--- config.mk ---
export PLATFORM = sky130hd
export DESIGN_NAME = asrp_port
export DESIGN_NICKNAME = d
export VERILOG_FILES = /design/src/hw/asrp_pkg.sv /design/src/hw/asrp_port.sv
export SDC_FILE = /design/constraint.sdc
export NUM_CORES = 1
export LEC_CHECK = 0
export BUFFER_PORTS_ARGS = -buffer_cell sky130_fd_sc_hd__buf_4
export CORE_MARGIN = 10
export CORE_UTILIZATION = 46
export CTS_CLUSTER_SIZE = 40
export DETAILED_ROUTE_END_ITERATION = 12
export PLACE_DENSITY = 0.74
export SLEW_MARGIN = 5
export SYNTH_ARGS = -nofsm -noshare
export SYNTH_HDL_FRONTEND = slang
export SYNTH_SLANG_ARGS = --single-unit
--- constraint.sdc ---
create_clock -name core_clk -period 1.8 [get_ports core_clk]
set_clock_uncertainty 0.05 [all_clocks]
set_input_delay 0.36 -clock core_clk [delete_from_list [all_inputs] [get_ports core_clk]]
set_output_delay 0.36 -clock core_clk [all_outputs]
set_load 0.1 [all_outputs]
--- src/hw/asrp_pkg.sv ---
/*
 * shared constants for the converter serial result port: pin positions
 * in the shared group, register offsets, status layout, timing, states.
 * assumes a 200 MHz core clock and a 16-bit conversion result.
 */
`default_nettype none

package asrp_pkg;

	// ----------------------------------------------------------------
	// result and shared pins
	// ----------------------------------------------------------------
	localparam int RESULT_W      = 16;
	localparam int SHARED_W      = 7;
	localparam int SHARED_LSB    = 5;
	localparam int PIN_SYNC_POL  = 0;
	localparam int PIN_SCLK_INV  = 1;
	localparam int PIN_CHAIN     = 2;
	localparam int PIN_SERIAL_DATA_OUTPUT     = 3;
	localparam int PIN_SCLK      = 4;
	localparam int PIN_FRAME     = 5;
	localparam int PIN_OVERRUN   = 6;

	// ----------------------------------------------------------------
	// input synchroniser layout: {cs_n, style, source, coding, pins}
	// ----------------------------------------------------------------
	localparam int SYNC_W        = SHARED_W + 4;
	localparam int SYNC_CODING   = SHARED_W;
	localparam int SYNC_SOURCE   = SHARED_W + 1;
	localparam int SYNC_STYLE    = SHARED_W + 2;
	localparam int SYNC_CS_N     = SHARED_W + 3;
	localparam logic [SYNC_W-1:0] SYNC_RESET = 11'h400;

	// ----------------------------------------------------------------
	// timing
	// ----------------------------------------------------------------
	localparam int CLK_PERIOD_NS    = 5;
	localparam int SCLK_QUARTER_NS  = 20;
	localparam int SCLK_QUARTER_CYC = (SCLK_QUARTER_NS + CLK_PERIOD_NS - 1) / CLK_PERIOD_NS;

	// ----------------------------------------------------------------
	// registers
	// ----------------------------------------------------------------
	localparam logic [3:0] REG_STATUS_OFS = 4'h0;
	localparam logic [3:0] REG_MASK_OFS   = 4'h4;
	localparam int         STAT_W         = 2;
	localparam int         STAT_OVERRUN   = 0;
	localparam int         STAT_FRAME     = 1;
	localparam logic [STAT_W-1:0] STATUS_RESET = 2'h0;
	localparam logic [STAT_W-1:0] MASK_RESET   = 2'h0;

	typedef enum logic [0:0] {ASRP_IDLE, ASRP_RUN} asrp_state_type;

endpackage

`default_nettype wire

--- src/hw/asrp_port.sv ---
/*
 * serial result port of a converter whose result pins double as parallel
 * bits: result coding, internal-clock master frames with frame marker,
 * external-clock slave shifting with daisy chain, overrun detection, and
 * a small status/mask register port with one interrupt.
 * assumes conversion strobes and result come from logic on core_clk;
 * all pins and the external serial clock are asynchronous to core_clk.
 */
// Implementation choices: the address-and-strobe port and the address map.
`default_nettype none

// Operation
// - parallel mode drives shared pins as bits 5-11
// - frame marker polarity set by sync select
// - clock invert applies to both clock sources
// - source select picks chain input or read mode
// - chain level appears sixteen clocks after start
// - read mode picks during-conversion or after-conversion
// - result shifted out most significant bit first
// - coding select chooses serial word coding
// - low coding select inverts the top bit
// - internal clock: data stable across both edges
// - external clock: update edge, host samples opposite
// - source select makes clock pin output or input
// - low selects internal clock, high external clock
// - frame marker only meaningful with internal clock
// - frame marker active while serial data valid
// - unfinished external read overrun discards data, flags
// - external clock ignored while chip select high
module asrp_port
	import asrp_pkg::*;
#(
	parameter int WORD_W      = RESULT_W,
	parameter int QUARTER_CYC = SCLK_QUARTER_CYC
)(
	input  wire logic                 core_clk,
	input  wire logic                 arst_n,
	input  wire logic                 port_style_select,
	input  wire logic                 clock_source_select,
	input  wire logic                 output_coding_select,
	input  wire logic                 cs_n,
	input  wire logic                 conv_start,
	input  wire logic                 conv_done,
	input  wire logic [WORD_W-1:0]    conv_result,
	input  wire logic [SHARED_W-1:0]  pin_d_in,
	output logic      [SHARED_W-1:0]  pin_d_out,
	output logic      [SHARED_W-1:0]  pin_d_oe,
	input  wire logic [3:0]           reg_addr,
	input  wire logic [31:0]          reg_wdata,
	input  wire logic                 reg_wr,
	input  wire logic                 reg_rd,
	output logic      [31:0]          reg_rdata,
	output logic                      irq
);

	localparam int CNT_W  = $clog2(WORD_W + 1);
	localparam int TICK_W = $clog2(QUARTER_CYC + 1);
	localparam logic [CNT_W-1:0]  WORD_LAST    = CNT_W'(WORD_W);
	localparam logic [TICK_W-1:0] QUARTER_LAST = TICK_W'(QUARTER_CYC - 1);
	if (WORD_W < SHARED_LSB + SHARED_W || QUARTER_CYC < 1)
	begin : g_bad_param
		$error("asrp_port: word narrower than shared pins or zero divider");
	end

	// ----------------------------------------------------------------
	// input synchronisers
	// ----------------------------------------------------------------
	logic [SYNC_W-1:0] sync1;
	logic [SYNC_W-1:0] sync2;
	wire  [SYNC_W-1:0] sync_raw = {cs_n, port_style_select, clock_source_select, output_coding_select, pin_d_in};
	always_ff @(posedge core_clk or negedge arst_n)
	begin
		if (!arst_n)
		begin
			sync1 <= SYNC_RESET;
			sync2 <= SYNC_RESET;
		end
		else
		begin
			sync1 <= sync_raw;
			sync2 <= sync1;
		end
	end

	wire serial_s  = sync2[SYNC_STYLE];
	wire ext_s     = sync2[SYNC_SOURCE];
	wire coding_s  = sync2[SYNC_CODING];
	wire cs_n_s    = sync2[SYNC_CS_N];
	wire sync_pol  = sync2[PIN_SYNC_POL];
	wire sclk_inv  = sync2[PIN_SCLK_INV];
	wire rdc_chain = sync2[PIN_CHAIN];

	// ----------------------------------------------------------------
	// state
	// ----------------------------------------------------------------
	asrp_state_type           state;
	asrp_state_type           next_state;
	logic [WORD_W-1:0]        result_q;
	logic [WORD_W-1:0]        shreg;
	logic [WORD_W-1:0]        next_shreg;
	logic                     serial_data_output;
	logic                     next_serial_data_output;
	logic [CNT_W-1:0]         bit_cnt;
	logic [CNT_W-1:0]         next_bit_cnt;
	logic [TICK_W-1:0]        tick_cnt;
	logic [1:0]               phase;
	logic                     sclk_raw;
	logic                     next_sclk_raw;
	logic                     loaded;
	logic                     next_loaded;
	logic                     ext_prev;
	logic [STAT_W-1:0]        status;
	logic [STAT_W-1:0]        mask;
	// low coding select flips top bit
	wire [WORD_W-1:0] coded_in = {conv_result[WORD_W-1] ^ ~coding_s, conv_result[WORD_W-2:0]};
	// source select decides role of the chain pin
	wire master      = serial_s && !ext_s;
	wire slave       = serial_s && ext_s;
	wire chain_bit   = slave ? rdc_chain : 1'b0;
	// read mode picks the start event
	wire start_evt   = master && state == ASRP_IDLE && (rdc_chain ? conv_start : conv_done);
	wire [WORD_W-1:0] load_word = (rdc_chain && !conv_done) ? result_q : coded_in;
	wire tick        = tick_cnt == QUARTER_LAST;
	wire run_tick    = state == ASRP_RUN && tick;
	wire bit_end     = run_tick && phase == 2'd3;
	wire master_done = bit_end && bit_cnt == WORD_LAST;
	// inversion applies to the sampled external clock too
	wire ext_eff     = sync2[PIN_SCLK] ^ sclk_inv;
	// effective rise updates, select gates it
	wire upd_edge    = slave && ext_eff && !ext_prev && !cs_n_s;
	wire slave_done  = upd_edge && loaded && bit_cnt == WORD_LAST - CNT_W'(1);
	// a new result before the read ends is an overrun
	wire ovr_evt     = slave && conv_done && loaded && bit_cnt != WORD_LAST;
	wire frame_evt   = master_done || slave_done;
	always_comb
	begin
		next_state    = state;
		next_shreg    = shreg;
		next_serial_data_output    = serial_data_output;
		next_bit_cnt  = bit_cnt;
		next_sclk_raw = sclk_raw;
		next_loaded   = loaded;
		// most significant bit leads the word
		if (start_evt)
		begin
			next_state    = ASRP_RUN;
			next_serial_data_output    = load_word[WORD_W-1];
			next_shreg    = {load_word[WORD_W-2:0], 1'b0};
			next_bit_cnt  = CNT_W'(1);
			next_sclk_raw = 1'b0;
		end
		else if (state == ASRP_RUN)
		begin
			// data moves a quarter bit away from either clock edge
			if (run_tick && phase == 2'd0)
				next_sclk_raw = 1'b1;
			if (run_tick && phase == 2'd2)
				next_sclk_raw = 1'b0;
			if (master_done || !master)
				next_state = ASRP_IDLE;
			else if (bit_end)
			begin
				next_serial_data_output   = shreg[WORD_W-1];
				next_shreg   = {shreg[WORD_W-2:0], 1'b0};
				next_bit_cnt = bit_cnt + CNT_W'(1);
			end
		end
		else if (slave)
		begin
			// current word dropped, new one takes its place
			if (conv_done)
			begin
				next_shreg   = coded_in;
				next_loaded  = 1'b1;
				next_bit_cnt = '0;
			end
			// chain bit enters the tail and exits sixteen edges later
			else if (upd_edge)
			begin
				next_serial_data_output = shreg[WORD_W-1];
				next_shreg = {shreg[WORD_W-2:0], chain_bit};
				if (loaded && bit_cnt != WORD_LAST)
					next_bit_cnt = bit_cnt + CNT_W'(1);
			end
		end
	end

	always_ff @(posedge core_clk or negedge arst_n)
	begin
		if (!arst_n)
		begin
			state    <= ASRP_IDLE;
			shreg    <= '0;
			serial_data_output    <= 1'b0;
			bit_cnt  <= '0;
			sclk_raw <= 1'b0;
			loaded   <= 1'b0;
			ext_prev <= 1'b0;
			result_q <= '0;
		end
		else
		begin
			state    <= next_state;
			shreg    <= next_shreg;
			serial_data_output    <= next_serial_data_output;
			bit_cnt  <= next_bit_cnt;
			sclk_raw <= next_sclk_raw;
			loaded   <= next_loaded;
			ext_prev <= ext_eff;
			if (conv_done)
				result_q <= coded_in;
		end
	end

	always_ff @(posedge core_clk or negedge arst_n)
	begin
		if (!arst_n)
		begin
			tick_cnt <= '0;
			phase    <= 2'd0;
		end
		else if (state != ASRP_RUN || tick)
		begin
			tick_cnt <= '0;
			phase    <= (state == ASRP_RUN) ? phase + 2'd1 : 2'd0;
		end
		else
			tick_cnt <= tick_cnt + TICK_W'(1);
	end

	// ----------------------------------------------------------------
	// shared pins
	// ----------------------------------------------------------------
	wire in_frame = state == ASRP_RUN;
	logic [SHARED_W-1:0] next_pin_out;
	logic [SHARED_W-1:0] next_pin_oe;
	always_comb
	begin
		// parallel style drives result bits on every shared pin
		next_pin_out = result_q[SHARED_LSB +: SHARED_W];
		next_pin_oe  = '1;
		if (serial_s)
		begin
			next_pin_out = '0;
			next_pin_oe  = '0;
			next_pin_out[PIN_SERIAL_DATA_OUTPUT] = serial_data_output;
			next_pin_oe[PIN_SERIAL_DATA_OUTPUT]  = 1'b1;
			// internal clock driven, inverted on request
			// gated by the frame: an aborted frame cannot leave it at the active level
			next_pin_out[PIN_SCLK] = (sclk_raw && in_frame) ^ sclk_inv;
			next_pin_oe[PIN_SCLK]  = !ext_s;
			next_pin_out[PIN_FRAME] = (in_frame && master) ? !sync_pol : sync_pol;
			next_pin_oe[PIN_FRAME]  = 1'b1;
			next_pin_out[PIN_OVERRUN] = ovr_evt;
			next_pin_oe[PIN_OVERRUN]  = 1'b1;
		end
	end

	always_ff @(posedge core_clk or negedge arst_n)
	begin
		if (!arst_n)
		begin
			pin_d_out <= '0;
			pin_d_oe  <= '0;
		end
		else
		begin
			pin_d_out <= next_pin_out;
			pin_d_oe  <= next_pin_oe;
		end
	end

	// ----------------------------------------------------------------
	// status, mask and interrupt
	// ----------------------------------------------------------------
	wire hit_status = reg_addr == REG_STATUS_OFS;
	wire hit_mask   = reg_addr == REG_MASK_OFS;
	wire [STAT_W-1:0] events = {frame_evt, ovr_evt};
	// a read clears, but an event in the same cycle survives
	wire [STAT_W-1:0] next_status = (reg_rd && hit_status) ? events : (status | events);
	wire [STAT_W-1:0] next_mask   = (reg_wr && hit_mask) ? reg_wdata[STAT_W-1:0] : mask;
	wire [31:0] next_rdata = !reg_rd ? 32'h0 :
		hit_status ? {{(32-STAT_W){1'b0}}, status} :
		hit_mask   ? {{(32-STAT_W){1'b0}}, mask} : 32'h0;

	always_ff @(posedge core_clk or negedge arst_n)
	begin
		if (!arst_n)
		begin
			status    <= STATUS_RESET;
			mask      <= MASK_RESET;
			reg_rdata <= 32'h0;
			irq       <= 1'b0;
		end
		else
		begin
			status    <= next_status;
			mask      <= next_mask;
			reg_rdata <= next_rdata;
			irq       <= |(next_status & next_mask);
		end
	end
endmodule

`default_nettype wire

==> results.yml, run 1 <==
global_routing:
  grt_use_total_pct: 12.9
  congestion_overflow_gr: 0
  grt_antenna_before_repair: 0
  largest_net_degree_at_the_start_of_global_routing: 81
  grt_pass1_vias: 2745
  grt_pass1_wl_mm: 13.2
routing:
  route.detailed.drc: 0
  drt-wirelength-per-cell_microns: 15.3
  detail-route-antenna-nets: 0
  num_vias: 2567
  routed_wl_mm: 7.76
  drt-pass1-iter-count: 8
  drt-vias-per-instance: 5.06
  drt_iter0_markers: 207
yosys:
  post_synthesis_compound_gate_area_fraction_pct: 11.4
  top_cell_type_s_share_of_synthesized_area_pct: 51.5
  synth_mux_area_share_pct: 11.7
  main_combinational_cell_family_by_area_after_synthesis: "multiplexers"
  synth_simple_gate_area_share_pct: 10.1
  yosys_cell_types: 51
  synth_top_flop_cell: "sky130_fd_sc_hd__dfrtp_1"
  synth_sequential_area_ratio_pct: 52.9
  post_synth_edffs: 0
  synthCells: 327
  yosys.area_share.adder_pct: 2.64
  synth.avg_cell_area_sq_um: 11.6
  ff_latch_count_synth: 80
  async_reset_ff_share_pct: 100
  netlist_top_cells_area: "sky130_fd_sc_hd__dfrtp_1, sky130_fd_sc_hd__mux2_2, sky130_fd_sc_hd__buf_4"
  yosys_warnings: 0
  synth.largest_area_cell: "sky130_fd_sc_hd__dfrtp_1"
  synthXorXnorAreaFrac_pct: 1.15
  synth_area_sq_mm: 0.00379
clock_network:
  cts.root.buffer_cell: "sky130_fd_sc_hd__clkbuf_8"
  cts.clk_slew.worst_paths_ns: 0.08
  h-tree-depth: 3
  clock_path_buffers: 2
  cts.sinks: 80
  numCtsBuffers: 9
  tritoncts: "done"
  clk-insertion-delay-late_ns: 0.36
sta:
  minimum_clock_period_ns: 1.76
  report.final.setup_viol: 0
  setup_tns_ns: 0
  report.final.hold_viol_count: 0
  min_period_over_period_pct: 97.6
  final_slew_viol_count: 0
  finalWorstSetupSlack_ns: 0.0426
  unrepaired_setup_endpoints_after_global_routing: "yes"
  max_clock_freq_ghz: 0.569
cells_and_area:
  antenna-diode-count: 0
  layout.nets: 474
  final.fill_count: 673
  final_layout_size_suffix_gt1_share_pct: 36.3
  syn_to_final_growth_pct: 21.6
  area.sequential_sq_mm: 0.00201
  multiInputGateArea_sq_mm: 0.00158
  utilization_pct: 56.7
flow_run:
  maxCapViolations: 0
die:
  floorplan.die_area_sq_mm: 0.0123
  io_pins: 116
  die-height_microns: 111
  floorplan.initialDensity_pct: 46.6
  die-width_microns: 111
  core.rowCount: 33
  design.core.area_sq_mm: 0.00813
run_status:
  status: "complete, no violations"
power_and_ir_drop:
  power.static_leakage_uw: 0.00215
  finalPower_uw: 4800
  p_per_area_mw_per_mm2: 1040
  ir_drop_mv: 0.507
place:
  hpwl_mm: 5.66
  count_of_port_buffers_added_during_placement: 52
  gp_congestion: 0.823
  place_ws_ns: -0.0774
worst_setup_path:
  critPathRequiredTime_ns: 2.00
  crit_path_start_kind: "flip-flop"
  path_class: "flip-flop to flip-flop"
  crit_arrival_ns: 1.95
  critical_path.endpoint_type: "flip-flop"
  critical_path_peak_fanout: 4
min_path:
  min_path_type: "input pin to flip-flop"
## placed cells by master (no fill, tap or decap), drive strengths merged, types with 4 or more instances in the layout
cell type and n:
ha 8, inv 14, o21ai 24, nor2 15, a21oi 6, dfrtp 78
nand2 31, conb 31, clkbuf 11, nand3 4, mux2 33, buf 77
nor2b 5, a222oi 15, mux2i 6
## report_power, final
| part | internal, uW | total (uW) | switching [uW] |
|---|---|---|---|
| registers | 2020 | 2140 | 120 |
| logic | 412 | 1280 | 871 |
| clock network | 711 | 1370 | 658 |
## area by class of cell
type	count	share of cell area [%]
multi-input combinational	214	34.2
timing repair buffer	78	13.8
clock inverter	5	1.19
tap	105	2.85
inverter	14	1.14
clock buffer	11	3.28
sequential	80	43.5
## critical path, stage by stage (launching register included)
cell                       delay, ns
sky130_fd_sc_hd__dfrtp_2        0.45
sky130_fd_sc_hd__mux2i_2        0.19
sky130_fd_sc_hd__a211oi_4       0.34
sky130_fd_sc_hd__o32ai_2        0.15
sky130_fd_sc_hd__nor2_1         0.16
sky130_fd_sc_hd__mux2_4         0.31
## what timing repair did
action                                  in CTS  in global routing
setup buffers                                1                  0
resized for setup                            7                  5
endpoints found under the setup margin       4                 17
hold buffers                                 1                  0
pin swaps                                    2                  5
hold endpoints to repair                    78                  0
## cells by family after synthesis
logic type / count (synthesis)
AO/OA/AOI/OAI: 58
flip-flops: 80
adder cells (fa/ha/maj): 8
multiplexers: 39
other: 2
XOR/XNOR: 5
buffers and inverters: 62
AND/OR/NAND/NOR: 73
## flip-flops by register name, summed over array words and instances, names as in the netlist, 2 cells and up
register   count
result_q      16
shreg         16
sync1          8
sync2          8
pin_d_out      7
bit_cnt        5
pin_d_oe       3
tick_cnt       3
mask           2
phase          2
reg_rdata      2
status         2
## cells in the mapped netlist (all sizes together), types with 3 or more instances
library cell / number
nand3: 4
dfrtp: 78
mux2i: 6
a222oi: 15
clkbuf: 3
nand2b: 3
buf: 45
nand2: 31
nor3: 3
ha: 8
o21ai: 24
a21oi: 6
inv: 14
nor2b: 5
mux2: 33
nor2: 15
xor2: 3
## metrics by stage
stage	cell area, sq um	hold WS [ns]	cells
after floorplan	3910	0.0144	356
after global placement	4330	0.284	489
after detailed placement	4330	0.285	489
after CTS	4600	0.0439	507
after global routing	4610	0.0391	507
final	4610	0.0533	507
## metal layers
layer	GRT usage [%]	wire (microns)
met1	15.9	3450
met2	19.9	3610
met3	3.68	528
met4	6.86	167
met5	0	0
## path summary, 6_finish.rpt
path                               startpoint  depth (start not counted)                             end  slack [ns]
hold reg to reg            sync1[4]$_DFF_PN0_                          0              sync2[4]$_DFF_PN0_        0.30
max in group asynchronous              arst_n                          3             sync1[10]$_DFF_PN1_        0.83
min in group asynchronous              arst_n                          3         result_q[4]$_DFFE_PN0P_        0.52
setup / recovery           sync2[2]$_DFF_PN0_                          5  serial_data_output$_DFFE_PN0P_        0.04
setup reg to reg           sync2[2]$_DFF_PN0_                          5  serial_data_output$_DFFE_PN0P_        0.04
hold / removal                    pin_d_in[2]                          1              sync1[2]$_DFF_PN0_        0.05
Note: power is estimated with default switching activity, not from simulation.
==> run 2, diff against run 1 <==
- CORE_UTILIZATION: 46 -> 51
- PLACE_DENSITY: 0.74 -> 0.77
- RECOVER_POWER: not set -> 100
- clock period: 1.8 -> 2 ns (I/O delays scaled with it)
==> run 2 against run 1 <==
Compared with the run above:
- largest cell class unchanged
- die area shrank 8.1%
- critical endpoint is now bit_cnt[0]$_DFFE_PN0P_
- highest routed layer unchanged
- wire length shrank 3.1%
- clock-buffer cell count is the same
- flip-flop and latch count unchanged
- clock power down 14%
- register-to-register slack gained 0.05 ns
==> results.yml, run 2 (synthesis gave the netlist of run 1 again) <==
run_status:
  status: "complete, no violations"
power_and_ir_drop:
  finalPower_uw: 4180
  p_per_area_mw_per_mm2: 952
  ir_drop_mv: 0.467
  power.static_leakage_uw: 0.00207
sta:
  slew_headroom_pct: 37.2
  worst-slew-pin-transition_ns: 0.942
  minimum_clock_period_ns: 1.91
  min_period_over_period_pct: 95.3
  max_clock_freq_ghz: 0.525
  setup_tns_ns: 0
  unrepaired_setup_endpoints_after_global_routing: "no"
  report.final.setup_viol: 0
  report.final.hold_viol_count: 0
  final_slew_viol_count: 0
flow_run:
  maxCapViolations: 0
worst_setup_path:
  path_class: "flip-flop to flip-flop"
  critical_path.endpoint_type: "flip-flop"
  worst_r2r_startpoint: "sync2[2]$_DFF_PN0_"
  timing.reg2reg.setup_slack_ns: 0.09
  crit_arrival_ns: 2.09
  rr_worst_depth: 5
  critical_path_peak_fanout: 5
  critPathRequiredTime_ns: 2.19
  critical_path.endpoint: "bit_cnt[0]$_DFFE_PN0P_"
  crit_path_start_kind: "flip-flop"
  reg2reg_to: "bit_cnt[0]$_DFFE_PN0P_"
  cp-startpoint: "sync2[2]$_DFF_PN0_"
place:
  hpwl_mm: 5.66
  gp_congestion: 0.795
  placed_cells: 476
  placed_area_sq_mm: 0.00425
  count_of_port_buffers_added_during_placement: 52
routing:
  detail-route-antenna-nets: 0
  drt-wirelength-per-cell_microns: 15.2
  drt_iter0_markers: 153
  drt-vias-per-instance: 5.13
  drt-pass1-iter-count: 9
  route.detailed.drc: 0
  routed_wl_mm: 7.52
  num_vias: 2530
die:
  io_pins: 116
  floorplan.die_area_sq_mm: 0.0113
  die-width_microns: 106
  floorplan.initialDensity_pct: 52.3
  design.core.area_sq_mm: 0.00725
  core.rowCount: 31
  die-height_microns: 106
global_routing:
  grt_pass1_vias: 2635
  largest_net_degree_at_the_start_of_global_routing: 39
  grt_antenna_before_repair: 0
  grt_use_total_pct: 13.8
  congestion_overflow_gr: 0
  grt_pass1_wl_mm: 12.8
cells_and_area:
  top_regs: "result_q x16, shreg x16"
  layout.nets: 466
  leading_cell_types_in_the_layout_fill_and_taps_excluded: "sky130_fd_sc_hd__dfrtp_1, sky130_fd_sc_hd__conb_1, sky130_fd_sc_hd__buf_4"
  layout_commonest_cell: "sky130_fd_sc_hd__dfrtp_1"
  layoutNonFillerInstCount: 493
  finish.instance_area_sq_mm: 0.00439
  antenna-diode-count: 0
  syn_to_final_growth_pct: 15.7
  utilization_pct: 60.5
  final_layout_size_suffix_gt1_share_pct: 31.7
clock_network:
  numCtsBuffers: 9
  cts.clk_slew.worst_paths_ns: 0.08
  clock_path_buffers: 2
  cts.root.buffer_cell: "sky130_fd_sc_hd__clkbuf_8"
  tritoncts: "done"
  clk-insertion-delay-late_ns: 0.35
  h-tree-depth: 3
  cts.sinks: 80
min_path:
  min_path_type: "input pin to flip-flop"
run 2: cell types whose count changed in the layout (fill, tap and decap cells not counted), sizes merged:
| cell | previous run | this run |
|---|---|---|
| buf | 77 | 34 |
| clkbuf | 11 | 46 |
| clkinvlp | 2 | 1 |
| clkinv | 2 | 3 |
run 2: through the flow:
step                      hold slack (ns)  worst slack, ns
after floorplan                    0.0544            0.168
after global placement              0.282            0.126
after detailed placement            0.285           0.0290
after CTS                          0.0842           0.0213
after global routing                0.100           0.0143
final                               0.108           0.0950
run 2: how the worst min path moves through the flow:
stage	cells after the start	to	start	slack, ns
floorplan	0	bit_cnt[0]$_DFFE_PN0P_	arst_n	0.05
global placement	0	sync2[7]$_DFF_PN0_	sync1[7]$_DFF_PN0_	0.28
detailed placement	0	sync2[2]$_DFF_PN0_	sync1[2]$_DFF_PN0_	0.28
CTS	1	sync1[0]$_DFF_PN0_	pin_d_in[0]	0.08
global route	1	sync1[10]$_DFF_PN1_	cs_n	0.10
finish	1	sync1[10]$_DFF_PN1_	cs_n	0.11
run 2: per-layer routing:
metal,track usage [%],wire length [microns],vias up
met3,5.01,599,8
met1,17.2,3260,1226
met5,0,0,-
met4,5.22,109,0
li1,-,-,1204
met2,21.6,3540,92
run 2: what timing repair did:
action                     4_1_cts  5_1_grt
hold endpoints to repair        34        0
gates resized for setup          0        2
setup endpoints to repair        0       17
hold buffers                     1        0
buffers inserted                 0        0
run 2: final cells by class:
cell class                      instances  area, sq um
Tap cell                               99          124
Inverter                               14         52.6
Fill cell                             610         2870
Timing Repair Buffer                   70          490
Sequential cell                        80         2010
Clock buffer                           11          141
Multi-Input combinational cell        214         1520
Clock inverter                          5         56.3
run 2: where the power goes:
| group | switching (uW) | internal (uW) |
|---|---|---|
| Sequential | 106 | 1820 |
| Clock | 575 | 609 |
| Combinational | 764 | 301 |
run 2: critical path: stages, from the launching register on:
cell	delay, ns
sky130_fd_sc_hd__dfrtp_1	0.46
sky130_fd_sc_hd__mux2i_2	0.42
sky130_fd_sc_hd__a211oi_4	0.14
sky130_fd_sc_hd__o22a_4	0.28
sky130_fd_sc_hd__nand2_2	0.13
sky130_fd_sc_hd__mux2_4	0.31
